==> src/rtl/cfsg_pkg.sv <==
// Constants shared by the clock fanout, select and gate block
package cfsg_pkg;
    localparam int NUM_OUTPUTS = 9;
    localparam int NUM_PINS = 5;
    // Input stage bit positions
    localparam int PIN_CLOCK_A = 0;
    localparam int PIN_CLOCK_B = 1;
    localparam int PIN_SELECT = 2;
    localparam int PIN_GATE = 3;
    localparam int PIN_FLOAT_N = 4;
    // Every control input idles high, as its pull-up would make it
    localparam logic [NUM_PINS-1:0] PIN_RESET_VALUE = 5'h1F;
    localparam logic GATE_RESET_VALUE = 1'h0;
    localparam logic LEVEL_RESET_VALUE = 1'h1;
    localparam logic [NUM_OUTPUTS-1:0] CLOCK_OUT_RESET_VALUE = 9'h000;
    // Output enables are active low; reset leaves the pins floating
    localparam logic [NUM_OUTPUTS-1:0] OE_N_RESET_VALUE = 9'h1FF;
endpackage : cfsg_pkg

==> src/rtl/cfsg_top.sv <==
// Clock source select, synchronous output gate and nine-way fanout
//
// Contract
// - Select low routes input a, high input b
// - All nine outputs carry the same clock
// - Gate high passes clock, low holds low
// - Gate sampled on selected clock falling edge
// - Gating never truncates a pulse
// - Float control low floats every output
// - Control inputs read as high only from reset until the input stage samples the pins
`timescale 1ns/1ps
`default_nettype none
module cfsg_top
    import cfsg_pkg::*;
(
    // Clock and reset
    input wire logic clk_in,
    input wire logic reset_in,
    // Clock sources
    input wire logic clock_input_a_in,
    input wire logic clock_input_b_in,
    // Controls
    input wire logic clock_source_select_in,
    input wire logic sync_gate_in,
    input wire logic output_float_n_in,
    // Clock loads
    output var logic [cfsg_pkg::NUM_OUTPUTS-1:0] clock_out,
    output var logic [cfsg_pkg::NUM_OUTPUTS-1:0] clock_oe_n_out
);
    import cfsg_pkg::*;

    function automatic logic pick_source(input logic sel, input logic a, input logic b);
        pick_source = sel ? b : a;
    endfunction : pick_source

    logic [NUM_PINS-1:0] pins_raw;
    logic [NUM_PINS-1:0] pins;
    logic sel_level;
    logic prev_level;
    logic next_prev_level;
    logic falling;
    logic gate;
    logic next_gate;
    logic next_out_level;
    logic next_oe_n;
    logic [NUM_OUTPUTS-1:0] next_clock;
    logic [NUM_OUTPUTS-1:0] next_clock_oe_n;

    always_comb
    begin
        pins_raw = '0;
        pins_raw[PIN_CLOCK_A] = clock_input_a_in;
        pins_raw[PIN_CLOCK_B] = clock_input_b_in;
        pins_raw[PIN_SELECT] = clock_source_select_in;
        pins_raw[PIN_GATE] = sync_gate_in;
        pins_raw[PIN_FLOAT_N] = output_float_n_in;
    end

    cfsg_input_stage u_input_stage (
        .clk_in(clk_in),
        .reset_in(reset_in),
        .pins_in(pins_raw),
        .pins_out(pins)
    );

    // Gate state: takes the gate pin only when the chosen clock falls
    always_comb
    begin
        sel_level = pick_source(pins[PIN_SELECT], pins[PIN_CLOCK_A], pins[PIN_CLOCK_B]);
        next_prev_level = sel_level;
        falling = prev_level && !sel_level;
        next_gate = gate;
        if (falling)
        begin
            next_gate = pins[PIN_GATE];
        end
    end

    always_ff @(posedge clk_in)
    begin
        if (reset_in)
        begin
            prev_level <= LEVEL_RESET_VALUE;
            gate <= GATE_RESET_VALUE;
        end
        else
        begin
            prev_level <= next_prev_level;
            gate <= next_gate;
        end
    end

    // The gate only moves while the clock is low, so the AND can never clip a high phase
    always_comb
    begin
        next_out_level = sel_level && gate;
        next_oe_n = !pins[PIN_FLOAT_N];
    end

    // One flop per output; a shared flop would be simpler but every load gets its own driver
    genvar gi;
    generate
        for (gi = 0; gi < NUM_OUTPUTS; gi++)
        begin : g_fanout
            always_comb
            begin
                next_clock[gi] = next_out_level;
                next_clock_oe_n[gi] = next_oe_n;
            end

            always_ff @(posedge clk_in)
            begin
                if (reset_in)
                begin
                    clock_out[gi] <= CLOCK_OUT_RESET_VALUE[gi];
                    clock_oe_n_out[gi] <= OE_N_RESET_VALUE[gi];
                end
                else
                begin
                    clock_out[gi] <= next_clock[gi];
                    clock_oe_n_out[gi] <= next_clock_oe_n[gi];
                end
            end
        end
    endgenerate

    // Checks

    property p_source_a;
        @(posedge clk_in) disable iff (reset_in)
        (gate && !pins[PIN_SELECT]) |=> (clock_out[0] == $past(pins[PIN_CLOCK_A]));
    endproperty
    a_source_a: assert property (p_source_a) else $error("input a not routed");

    property p_source_b;
        @(posedge clk_in) disable iff (reset_in)
        (gate && pins[PIN_SELECT]) |=> (clock_out[0] == $past(pins[PIN_CLOCK_B]));
    endproperty
    a_source_b: assert property (p_source_b) else $error("input b not routed");

    property p_fanout_equal;
        @(posedge clk_in) disable iff (reset_in)
        ##1 (clock_out == {NUM_OUTPUTS{clock_out[0]}}) && (clock_oe_n_out == {NUM_OUTPUTS{clock_oe_n_out[0]}});
    endproperty
    a_fanout_equal: assert property (p_fanout_equal) else $error("outputs differ");

    property p_gate_low_holds;
        @(posedge clk_in) disable iff (reset_in)
        !gate |=> (clock_out == '0);
    endproperty
    a_gate_low_holds: assert property (p_gate_low_holds) else $error("output not held low");

    property p_gate_on_fall;
        @(posedge clk_in) disable iff (reset_in)
        $changed(gate) |-> ($past(prev_level) && !$past(sel_level) && gate == $past(pins[PIN_GATE]));
    endproperty
    a_gate_on_fall: assert property (p_gate_on_fall) else $error("gate moved off falling edge");

    property p_no_runt_rise;
        @(posedge clk_in) disable iff (reset_in)
        $rose(clock_out[0]) |-> !$past(sel_level, 2);
    endproperty
    a_no_runt_rise: assert property (p_no_runt_rise) else $error("clipped low phase");

    property p_no_runt_fall;
        @(posedge clk_in) disable iff (reset_in)
        $fell(clock_out[0]) |-> ($past(sel_level, 2) && !$past(sel_level));
    endproperty
    a_no_runt_fall: assert property (p_no_runt_fall) else $error("clipped high phase");

    property p_float;
        @(posedge clk_in) disable iff (reset_in)
        !pins[PIN_FLOAT_N] |=> (clock_oe_n_out == {NUM_OUTPUTS{1'b1}});
    endproperty
    a_float: assert property (p_float) else $error("outputs not floated");

    property p_drive;
        @(posedge clk_in) disable iff (reset_in)
        pins[PIN_FLOAT_N] |=> (clock_oe_n_out == '0);
    endproperty
    a_drive: assert property (p_drive) else $error("outputs not driven");

    property p_pullup_default;
        @(posedge clk_in) disable iff (reset_in)
        $past(reset_in) |-> (pins == PIN_RESET_VALUE);
    endproperty
    a_pullup_default: assert property (p_pullup_default) else $error("inputs not high after reset");

    property p_float_overrides;
        @(posedge clk_in) disable iff (reset_in)
        (!pins[PIN_FLOAT_N] && gate && sel_level) |=> (clock_oe_n_out[0] && clock_out[0]);
    endproperty
    a_float_overrides: assert property (p_float_overrides) else $error("float lost to gate");

    property p_gate_taken;
        @(posedge clk_in) disable iff (reset_in)
        (prev_level && !sel_level) |=> (gate == $past(pins[PIN_GATE]));
    endproperty
    a_gate_taken: assert property (p_gate_taken) else $error("gate not taken on falling edge");

    property p_gate_high_passes;
        @(posedge clk_in) disable iff (reset_in)
        (gate && sel_level) |=> (clock_out == {NUM_OUTPUTS{1'h1}});
    endproperty
    a_gate_high_passes: assert property (p_gate_high_passes) else $error("enabled clock not passed");

    property p_gate_moves_low;
        @(posedge clk_in) disable iff (reset_in)
        $changed(gate) |-> !$past(sel_level);
    endproperty
    a_gate_moves_low: assert property (p_gate_moves_low) else $error("gate moved while clock high");

    property p_pullup_drives;
        @(posedge clk_in) disable iff (reset_in)
        $past(reset_in) |=> (clock_oe_n_out == '0);
    endproperty
    a_pullup_drives: assert property (p_pullup_drives) else $error("float input not read high");

    property p_float_parked;
        @(posedge clk_in) disable iff (reset_in)
        (!pins[PIN_FLOAT_N] && !gate) |=> ((clock_oe_n_out == {NUM_OUTPUTS{1'h1}}) && (clock_out == '0));
    endproperty
    a_float_parked: assert property (p_float_parked) else $error("disabled outputs not floated low");
endmodule : cfsg_top
`default_nettype wire

==> src/rtl/cfsg_input_stage.sv <==
// Registered sampling stage for the clock and control pins
`timescale 1ns/1ps
`default_nettype none
module cfsg_input_stage
    import cfsg_pkg::*;
(
    // Clock and reset
    input wire logic clk_in,
    input wire logic reset_in,
    // Pins
    input wire logic [cfsg_pkg::NUM_PINS-1:0] pins_in,
    output var logic [cfsg_pkg::NUM_PINS-1:0] pins_out
);
    import cfsg_pkg::*;

    logic [NUM_PINS-1:0] next_pins;

    always_comb
    begin
        next_pins = pins_in;
    end

    // Reset value stands in for the pull-ups until real levels arrive
    always_ff @(posedge clk_in)
    begin
        if (reset_in)
        begin
            pins_out <= PIN_RESET_VALUE;
        end
        else
        begin
            pins_out <= next_pins;
        end
    end
endmodule : cfsg_input_stage
`default_nettype wire

==> config.mk <==
export PLATFORM = sky130hd
export DESIGN_NAME = cfsg_top
export DESIGN_NICKNAME = d
export VERILOG_FILES = /design/src/rtl/cfsg_pkg.sv /design/src/rtl/cfsg_top.sv /design/src/rtl/cfsg_input_stage.sv
export SDC_FILE = /design/constraint.sdc
export NUM_CORES = 1
export LEC_CHECK = 0
export ABC_AREA = 1
export BUFFER_PORTS_ARGS = -buffer_cell sky130_fd_sc_hd__buf_2
export CORE_MARGIN = 2
export CORE_UTILIZATION = 30
export CTS_CLUSTER_DIAMETER = 80
export CTS_CLUSTER_SIZE = 24
export DETAILED_ROUTE_END_ITERATION = 6
export PLACE_DENSITY = 0.63
export SKIP_CTS_REPAIR_TIMING = 1
export SLEW_MARGIN = 15
export SYNTH_ARGS = -nofsm -noshare
export SYNTH_HDL_FRONTEND = slang
export SYNTH_SLANG_ARGS = --single-unit
==> constraint.sdc <==
create_clock -name clk_in -period 1 [get_ports clk_in]
set_clock_uncertainty 0.1 [all_clocks]
set_input_delay 0.05 -clock clk_in [delete_from_list [all_inputs] [get_ports clk_in]]
set_output_delay 0.05 -clock clk_in [all_outputs]
set_load 0.01 [all_outputs]
Word-level counts from Yosys, hierarchy flattened
Cells that the tools add are included.
Word-level totals
  register bits: 9
  input bits: 7
  output and inout bits: 18
  logic and storage cells: 10
Operators by class
  mux-type cells: 1
  reduce and logical (&&, ||, !) cells: 4
Operators by type and width (count)
  $logic_and A1 B1 Y1: 2
  $logic_not A1 Y1: 2
  $mux W1: 1

Depth between registers and ports, before layout
Gate-level depths: netlist of run 1.
  depth after elaboration: 3
  depth in mapped cells: 6

Modules after synthesis
From an unflattened synthesis of run 1, not the netlist that was laid out.
Unflattened totals
  cells, all modules: 52
  area, all modules: 419.2 sq um
Modules (own cells, without submodules)
  cfsg_top: times used 1, cells an instance 36, area an instance 277.8 sq um, seq. area each 80.1 sq um
  cfsg_input_stage: times used 1, cells an instance 16, area an instance 141.4 sq um, seq. area each 100.1 sq um

Least setup slack after synthesis of run 1
Ideal clock, no wire load.
  path kind: register to output
  start point: register clock_oe_n_out[8] (netlist name)
  end point: output port clock_oe_n_out[1] (netlist name)
  arrival time: 0.641 ns
  required time: 0.850 ns
  setup slack: 0.209 ns
  stages on the path, launching flop included: 2
  cell sequence: dfxtp_1 -> buf_4
RTL lines
  to (decl): RTL line cfsg_top.sv:28  | output var logic [cfsg_pkg::NUM_OUTPUTS-1:0] clock_oe_n_out

Final worst setup path of run 1
  start point: input port reset_in
  end point: register u_input_stage.pins_out[0] (netlist name)
RTL lines
  from (decl): RTL line cfsg_top.sv:18  | input wire logic reset_in,
  to (signal assigned): RTL line cfsg_input_stage.sv:32  | pins_out <= next_pins;
  to (decl): RTL line cfsg_input_stage.sv:12  | output var logic [cfsg_pkg::NUM_PINS-1:0] pins_out
No word-level cell between the ends.

==> out/results.tsv, run 1 <==
metric	value	unit
die area	1675	um2
Synth cell types	11	
final net count	72	
initial antenna violation count	0	
# port buffers	24	
Synth Instances	46	
fillers	135	
Die Width	40.93	um
P&R area growth vs syn	26.30	%
top cells by count, synth	buf_4, dfxtp_1, inv_1, nand2_1, or2_2	
Multi-input gate area	90.09	um2
total global-route track usage	8.239	%
Clock Tree Root	clkbuf_4	
Post-Place Cells	69	
Via Count	301	
PD cells	1534	nW/um2
Critical Path RT	1040	ps
EDFF count, synth	0	
FF-to-FF Start	u_input_stage.pins_out[2]	
CP endpoint	u_input_stage.pins_out[0]	
WHS	269.5	ps
status	completed	
Sequential cell area	182.7	um2
critical path class	primary input to register	
Tcrit/Tclk final	99.99	%
number of global-route vias before repair	196	
Clock Sink Count	9	
fmax	1000	MHz
Final Hold Vio Count	0	
crit start category	primary input	
Initial Util	31.84	%
GP Congestion	0.7128	
ys async rst share	0	%
peak supply drop	0.6598	mV
post-layout minimum cycle time	999.9	ps
largest net degree at the start of global routing	10	
syn avg cell area	8.894	um2
Slew @ Worst Pin	120.3	ps
count leader, synth	buf_4	
crit end category	register	
count of pins over their slew limit	0	
num rows	13	
Slew HR	91.98	%
commonest register cell after synthesis	dfxtp_1	
static leakage	0.2894	nW
area share of the largest cell type after synthesis	44.04	%
most area-hungry cell type in the Yosys netlist	dfxtp_1	
Synthesized Nets	53	
reg2reg setup slack	170	ps
# setup viols final	0	
Max FO, Critical Path	7	
CP startpoint	reset_in	
Post-DP HPWL	392.5	um
Synth Register Bits	9	
CTS max path bufs	2	
Ant. Diodes	0	
TritonRoute pass-1 iters	4	
vias per cell	3.810	
first-pass GRT wire length	779	um
core box area	1285	um2
Ports	25	
worst skew pair latency	250	ps
mapped cell area	409.1	um2
Max H-tree Level	1	
total congestion overflow	0	
reg-to-reg endpoint	gate	
remaining antenna violation count	0	
Max-Cap Viols	0	
final WL	542	um
clock slew at reported path FFs	60	ps
Iteration-0 DRC Markers	1	
Worst R2R Path Depth	6	
fin cells	79	
Synth area leaders	dfxtp_1, buf_4, or2_2	
layout cell share with drive strength beyond 1	57.81	%
Yosys Warn Count	0	
die height	40.93	um
CTS Buf Count	3	
CTS tree	yes	
Wirelength per Cell	6.861	um
Tightest Hold Check Type	register to register	
drt drc	0	
register area share after synthesis	44.04	%
arrival time worst endpoint	1040	ps
==> cell usage in the layout (no fill, tap or decap), types with 2 or more instances in the layout <==
master	n
nand2_1	5
or2_2	5
buf_2	24
dfxtp_1	7
inv_1	5
dfxtp_2	2
clkbuf_4	3
dlygate4sd3_1	6
==> flip-flops by register name, indices dropped and copies added (netlist names) <==
signal,flops
u_input_stage.pins_out,5
clock_out,1
prev_level,1
gate,1
clock_oe_n_out,1
==> per-layer routing <==
metal | vias up | track usage (%) | wire (um)
li1 | 156 | - | -
met1 | 118 | 8.609 | 202
met2 | 27 | 10.16 | 233
met3 | 0 | 8.152 | 106
met4 | 0 | 5.000 | 0
met5 | - | 0 | 0
==> through the flow <==
step                      cell area (um2)  utilization [%]  setup slack (ps)  setup TNS, ps  power [W]
final                               516.7            40.21            0.1011              0  0.0007928
after global placement              427.9            33.30             195.9              0  0.0005124
after CTS                           454.2            35.35            -10.08         -111.8  0.0007960
after floorplan                     409.1                -             209.3              0  0.0005080
after global routing                516.7            40.21            -2.115         -2.115  0.0008593
after detailed placement            427.9            33.30             184.8              0  0.0005143
==> kinds of logic (layout without fill, tap and decap cells) <==
| logic type | after synthesis | after routing | share of synthesized area (%) |
|---|---|---|---|
| buffers and inverters | 21 | 39 | 33.95 |
| AND/OR/NAND/NOR | 16 | 16 | 22.02 |
| flip-flops | 9 | 9 | 44.04 |
==> worst max-delay path: stages <==
cell and delay, ps:
dlygate4sd3_1 540, buf_2 160, or2_2 290
==> worst min-delay path by stage <==
stage / start / depth (start not counted) / end
3_3_place_gp: sync_gate_in / 2 / u_input_stage.pins_out[3]
2_1_floorplan: reset_in / 1 / clock_out[8]
5_1_grt: u_input_stage.pins_out[4] / 1 / clock_oe_n_out[8]
3_5_place_dp: clock_input_b_in / 2 / u_input_stage.pins_out[1]
6_report: u_input_stage.pins_out[4] / 1 / clock_oe_n_out[8]
4_1_cts: clock_input_b_in / 2 / u_input_stage.pins_out[1]
==> report_power, final <==
part	total, W	internal, W	switching, W	leakage (nW)
registers	0.000394	0.000382	0.0000122	0.0753
clock network	0.000269	0.000153	0.000116	0.0150
logic	0.000130	0.0000700	0.0000598	0.199
==> final cells by class <==
cell class / instances / share of cell area (%)
timing repair buffer: 30 / 34.87
inverter: 5 / 3.632
sequential: 9 / 35.35
multi-input combinational: 16 / 17.43
clock buffer: 4 / 5.085
tap: 15 / 3.632
No activity file was read; power rests on OpenSTA's default activity.
==> run 2: changes to the inputs <==
Settings changed: PLACE_DENSITY 0.63 to 0.66.
Clock period 1 ns to 0.85 ns, I/O delays scaled along.
==> run 2 against run 1 <==
Net effect: the flow now finishes with violations (hold timing, setup timing); final cell count down 7.6%; register-to-register slack worse by 160 ps; hold slack worse by 410 ps; setup slack worse by 55 ps; sequential cell count unchanged; routed wire length down 3.5%; via count down 7.0%; utilization down 2.6 points; power up 17%; sequential power up 18%; global-route usage down 0.68 points; critical path type is now register to output pin; highest routed layer unchanged.
==> out/results.tsv, run 2 (synthesis results as in run 1) <==
metric	value	unit	change
arrival time worst endpoint	760	ps	was 1040 ps
count of pins over their slew limit	0		unchanged
total global-route track usage	7.562	%	was 8.239%
num rows	13		unchanged
total congestion overflow	0		unchanged
Critical Path RT	710	ps	was 1040 ps
Clock Sink Count	9		unchanged
Max FO, Critical Path	9		was 7
P&R area growth vs syn	18.04	%	was 26.30%
FF-to-FF Start	u_input_stage.pins_out[2]		unchanged
die height	40.93	um	unchanged
failing checks	hold timing, setup timing		
# setup viols final	18		was 0
reg2reg setup slack	10	ps	was 170 ps
Worst R2R Path Depth	4		was 6
Post-DP HPWL	385.4	um	was 392.5 um
Via Count	280		was 301
CTS tree	yes		unchanged
clock slew at reported path FFs	60	ps	about the same
fin cells	73		was 79
max reg flops	5		unchanged
fmax	1105	MHz	
TritonRoute pass-1 iters	4		unchanged
Slew @ Worst Pin	114.9	ps	was 120.3 ps
Iteration-0 DRC Markers	2		was 1
final WL	523	um	was 542 um
Tcrit/Tclk final	106.5	%	
setup TNS	-872.1	ps	was 0 ps
placed cell areas	427.9	um2	unchanged
peak supply drop	1.157	mV	was 0.6598 mV
vias per cell	3.836		was 3.810
reg-to-reg endpoint	prev_level		was gate
GP Congestion	0.6959		was 0.7128
first-pass GRT wire length	703	um	was 779 um
Top delay family on crit path	flip-flops		was buffers and inverters
Ant. Diodes	0		unchanged
Ports	25		unchanged
PD cells	1915	nW/um2	was 1534 nW/um2
remaining antenna violation count	0		unchanged
worst skew pair latency	260	ps	was 250 ps
Largest Register	u_input_stage.pins_out		unchanged
Initial Util	31.84	%	unchanged
layout cell share with drive strength beyond 1	74.14	%	was 57.81%
Final Hold Vio Count	7		was 0
Max-Cap Viols	0		unchanged
Max H-tree Level	1		unchanged
status	finished, violations left		was completed
Wirelength per Cell	7.164	um	was 6.861 um
critical path class	register to output pin		was primary input to register
Die Width	40.93	um	unchanged
Tightest Hold Check Type	primary input to register		was register to register
Slew HR	92.34	%	was 91.98%
initial antenna violation count	0		unchanged
largest net degree at the start of global routing	10		unchanged
most frequent cells in the layout	buf_2, dfxtp_1, or2_2, inv_1		was buf_2, dfxtp_1, dlygate4sd3_1
unrepaired setup endpoints after global routing	yes		
most common cell after layout, fill and taps aside	buf_2		unchanged
number of global-route vias before repair	196		unchanged
number of cells on the critical path	1		was 3
fin util	37.59	%	was 40.21%
core box area	1285	um2	unchanged
static leakage	0.2708	nW	was 0.2894 nW
depth of the worst hold-timing path	2		was 1
# port buffers	24		unchanged
crit start category	register		was primary input
CP endpoint	clock_oe_n_out[2]		was u_input_stage.pins_out[0]
final net count	66		was 72
WHS	-136.8	ps	was 269.5 ps
Clock Tree Root	clkbuf_4		unchanged
WP buf/inv	1		was 2
die area	1675	um2	unchanged
Post-Place Cells	69		unchanged
slowest CP cell	dfxtp_4		was dlygate4sd3_1
post-layout minimum cycle time	905.3	ps	
CTS Buf Count	3		unchanged
crit end category	output pin		was register
CP startpoint	clock_oe_n_out[8]		was reset_in
Finished Cell Area	483.0	um2	was 516.7 um2
crit-path cells	buf_2		was dlygate4sd3_1 > buf_2 > or2_2
Setup WS post-layout	-55.26	ps	was 0.1011 ps
CTS max path bufs	2		unchanged
slowest stage delay, CP	370	ps	was 540 ps
drt drc	0		unchanged
==> run 2: how the worst min path moves through the flow <==
stage	startpoint	end	slack (ps)
3_3_place_gp	sync_gate_in	u_input_stage.pins_out[3]	130
2_1_floorplan	reset_in	clock_out[8]	10
3_5_place_dp	sync_gate_in	u_input_stage.pins_out[3]	130
4_1_cts	output_float_n_in	u_input_stage.pins_out[4]	-140
5_1_grt	clock_input_b_in	u_input_stage.pins_out[1]	-150
6_report	output_float_n_in	u_input_stage.pins_out[4]	-140
==> run 2: where the power goes <==
part	switching, W	internal, W
registers	0.0000173	0.000446
logic	0.0000707	0.0000717
clock network	0.000146	0.000173
total	0.000234	0.000691
==> run 2: final cells by class <==
type | instances | area [um2]
clock buffer | 3 | 22.52
clock inverter | 1 | 5.005
fill | 122 | 802.0
inverter | 5 | 18.77
multi-input combinational | 16 | 100.1
sequential | 9 | 188.9
tap | 15 | 18.77
timing repair buffer | 24 | 128.9
==> run 2: per-stage QoR <==
stage	setup slack [ps]	hold slack (ps)	total power [W]
CTS	-153.6	-144.5	0.0009322
floorplan	64.98	12.57	0.0005976
global route	-103.4	-147.0	0.0009861
detailed placement	19.61	126.9	0.0006050
finish	-55.26	-136.8	0.0009249
global placement	39.08	125.2	0.0006025
==> run 2: per-layer routing <==
metal	up-vias	global-route usage (%)	wire length, um
met3	0	8.152	73
met2	21	10.16	257
met4	0	5.000	0
met5	-	0	0
li1	146	-	-
met1	113	6.623	192
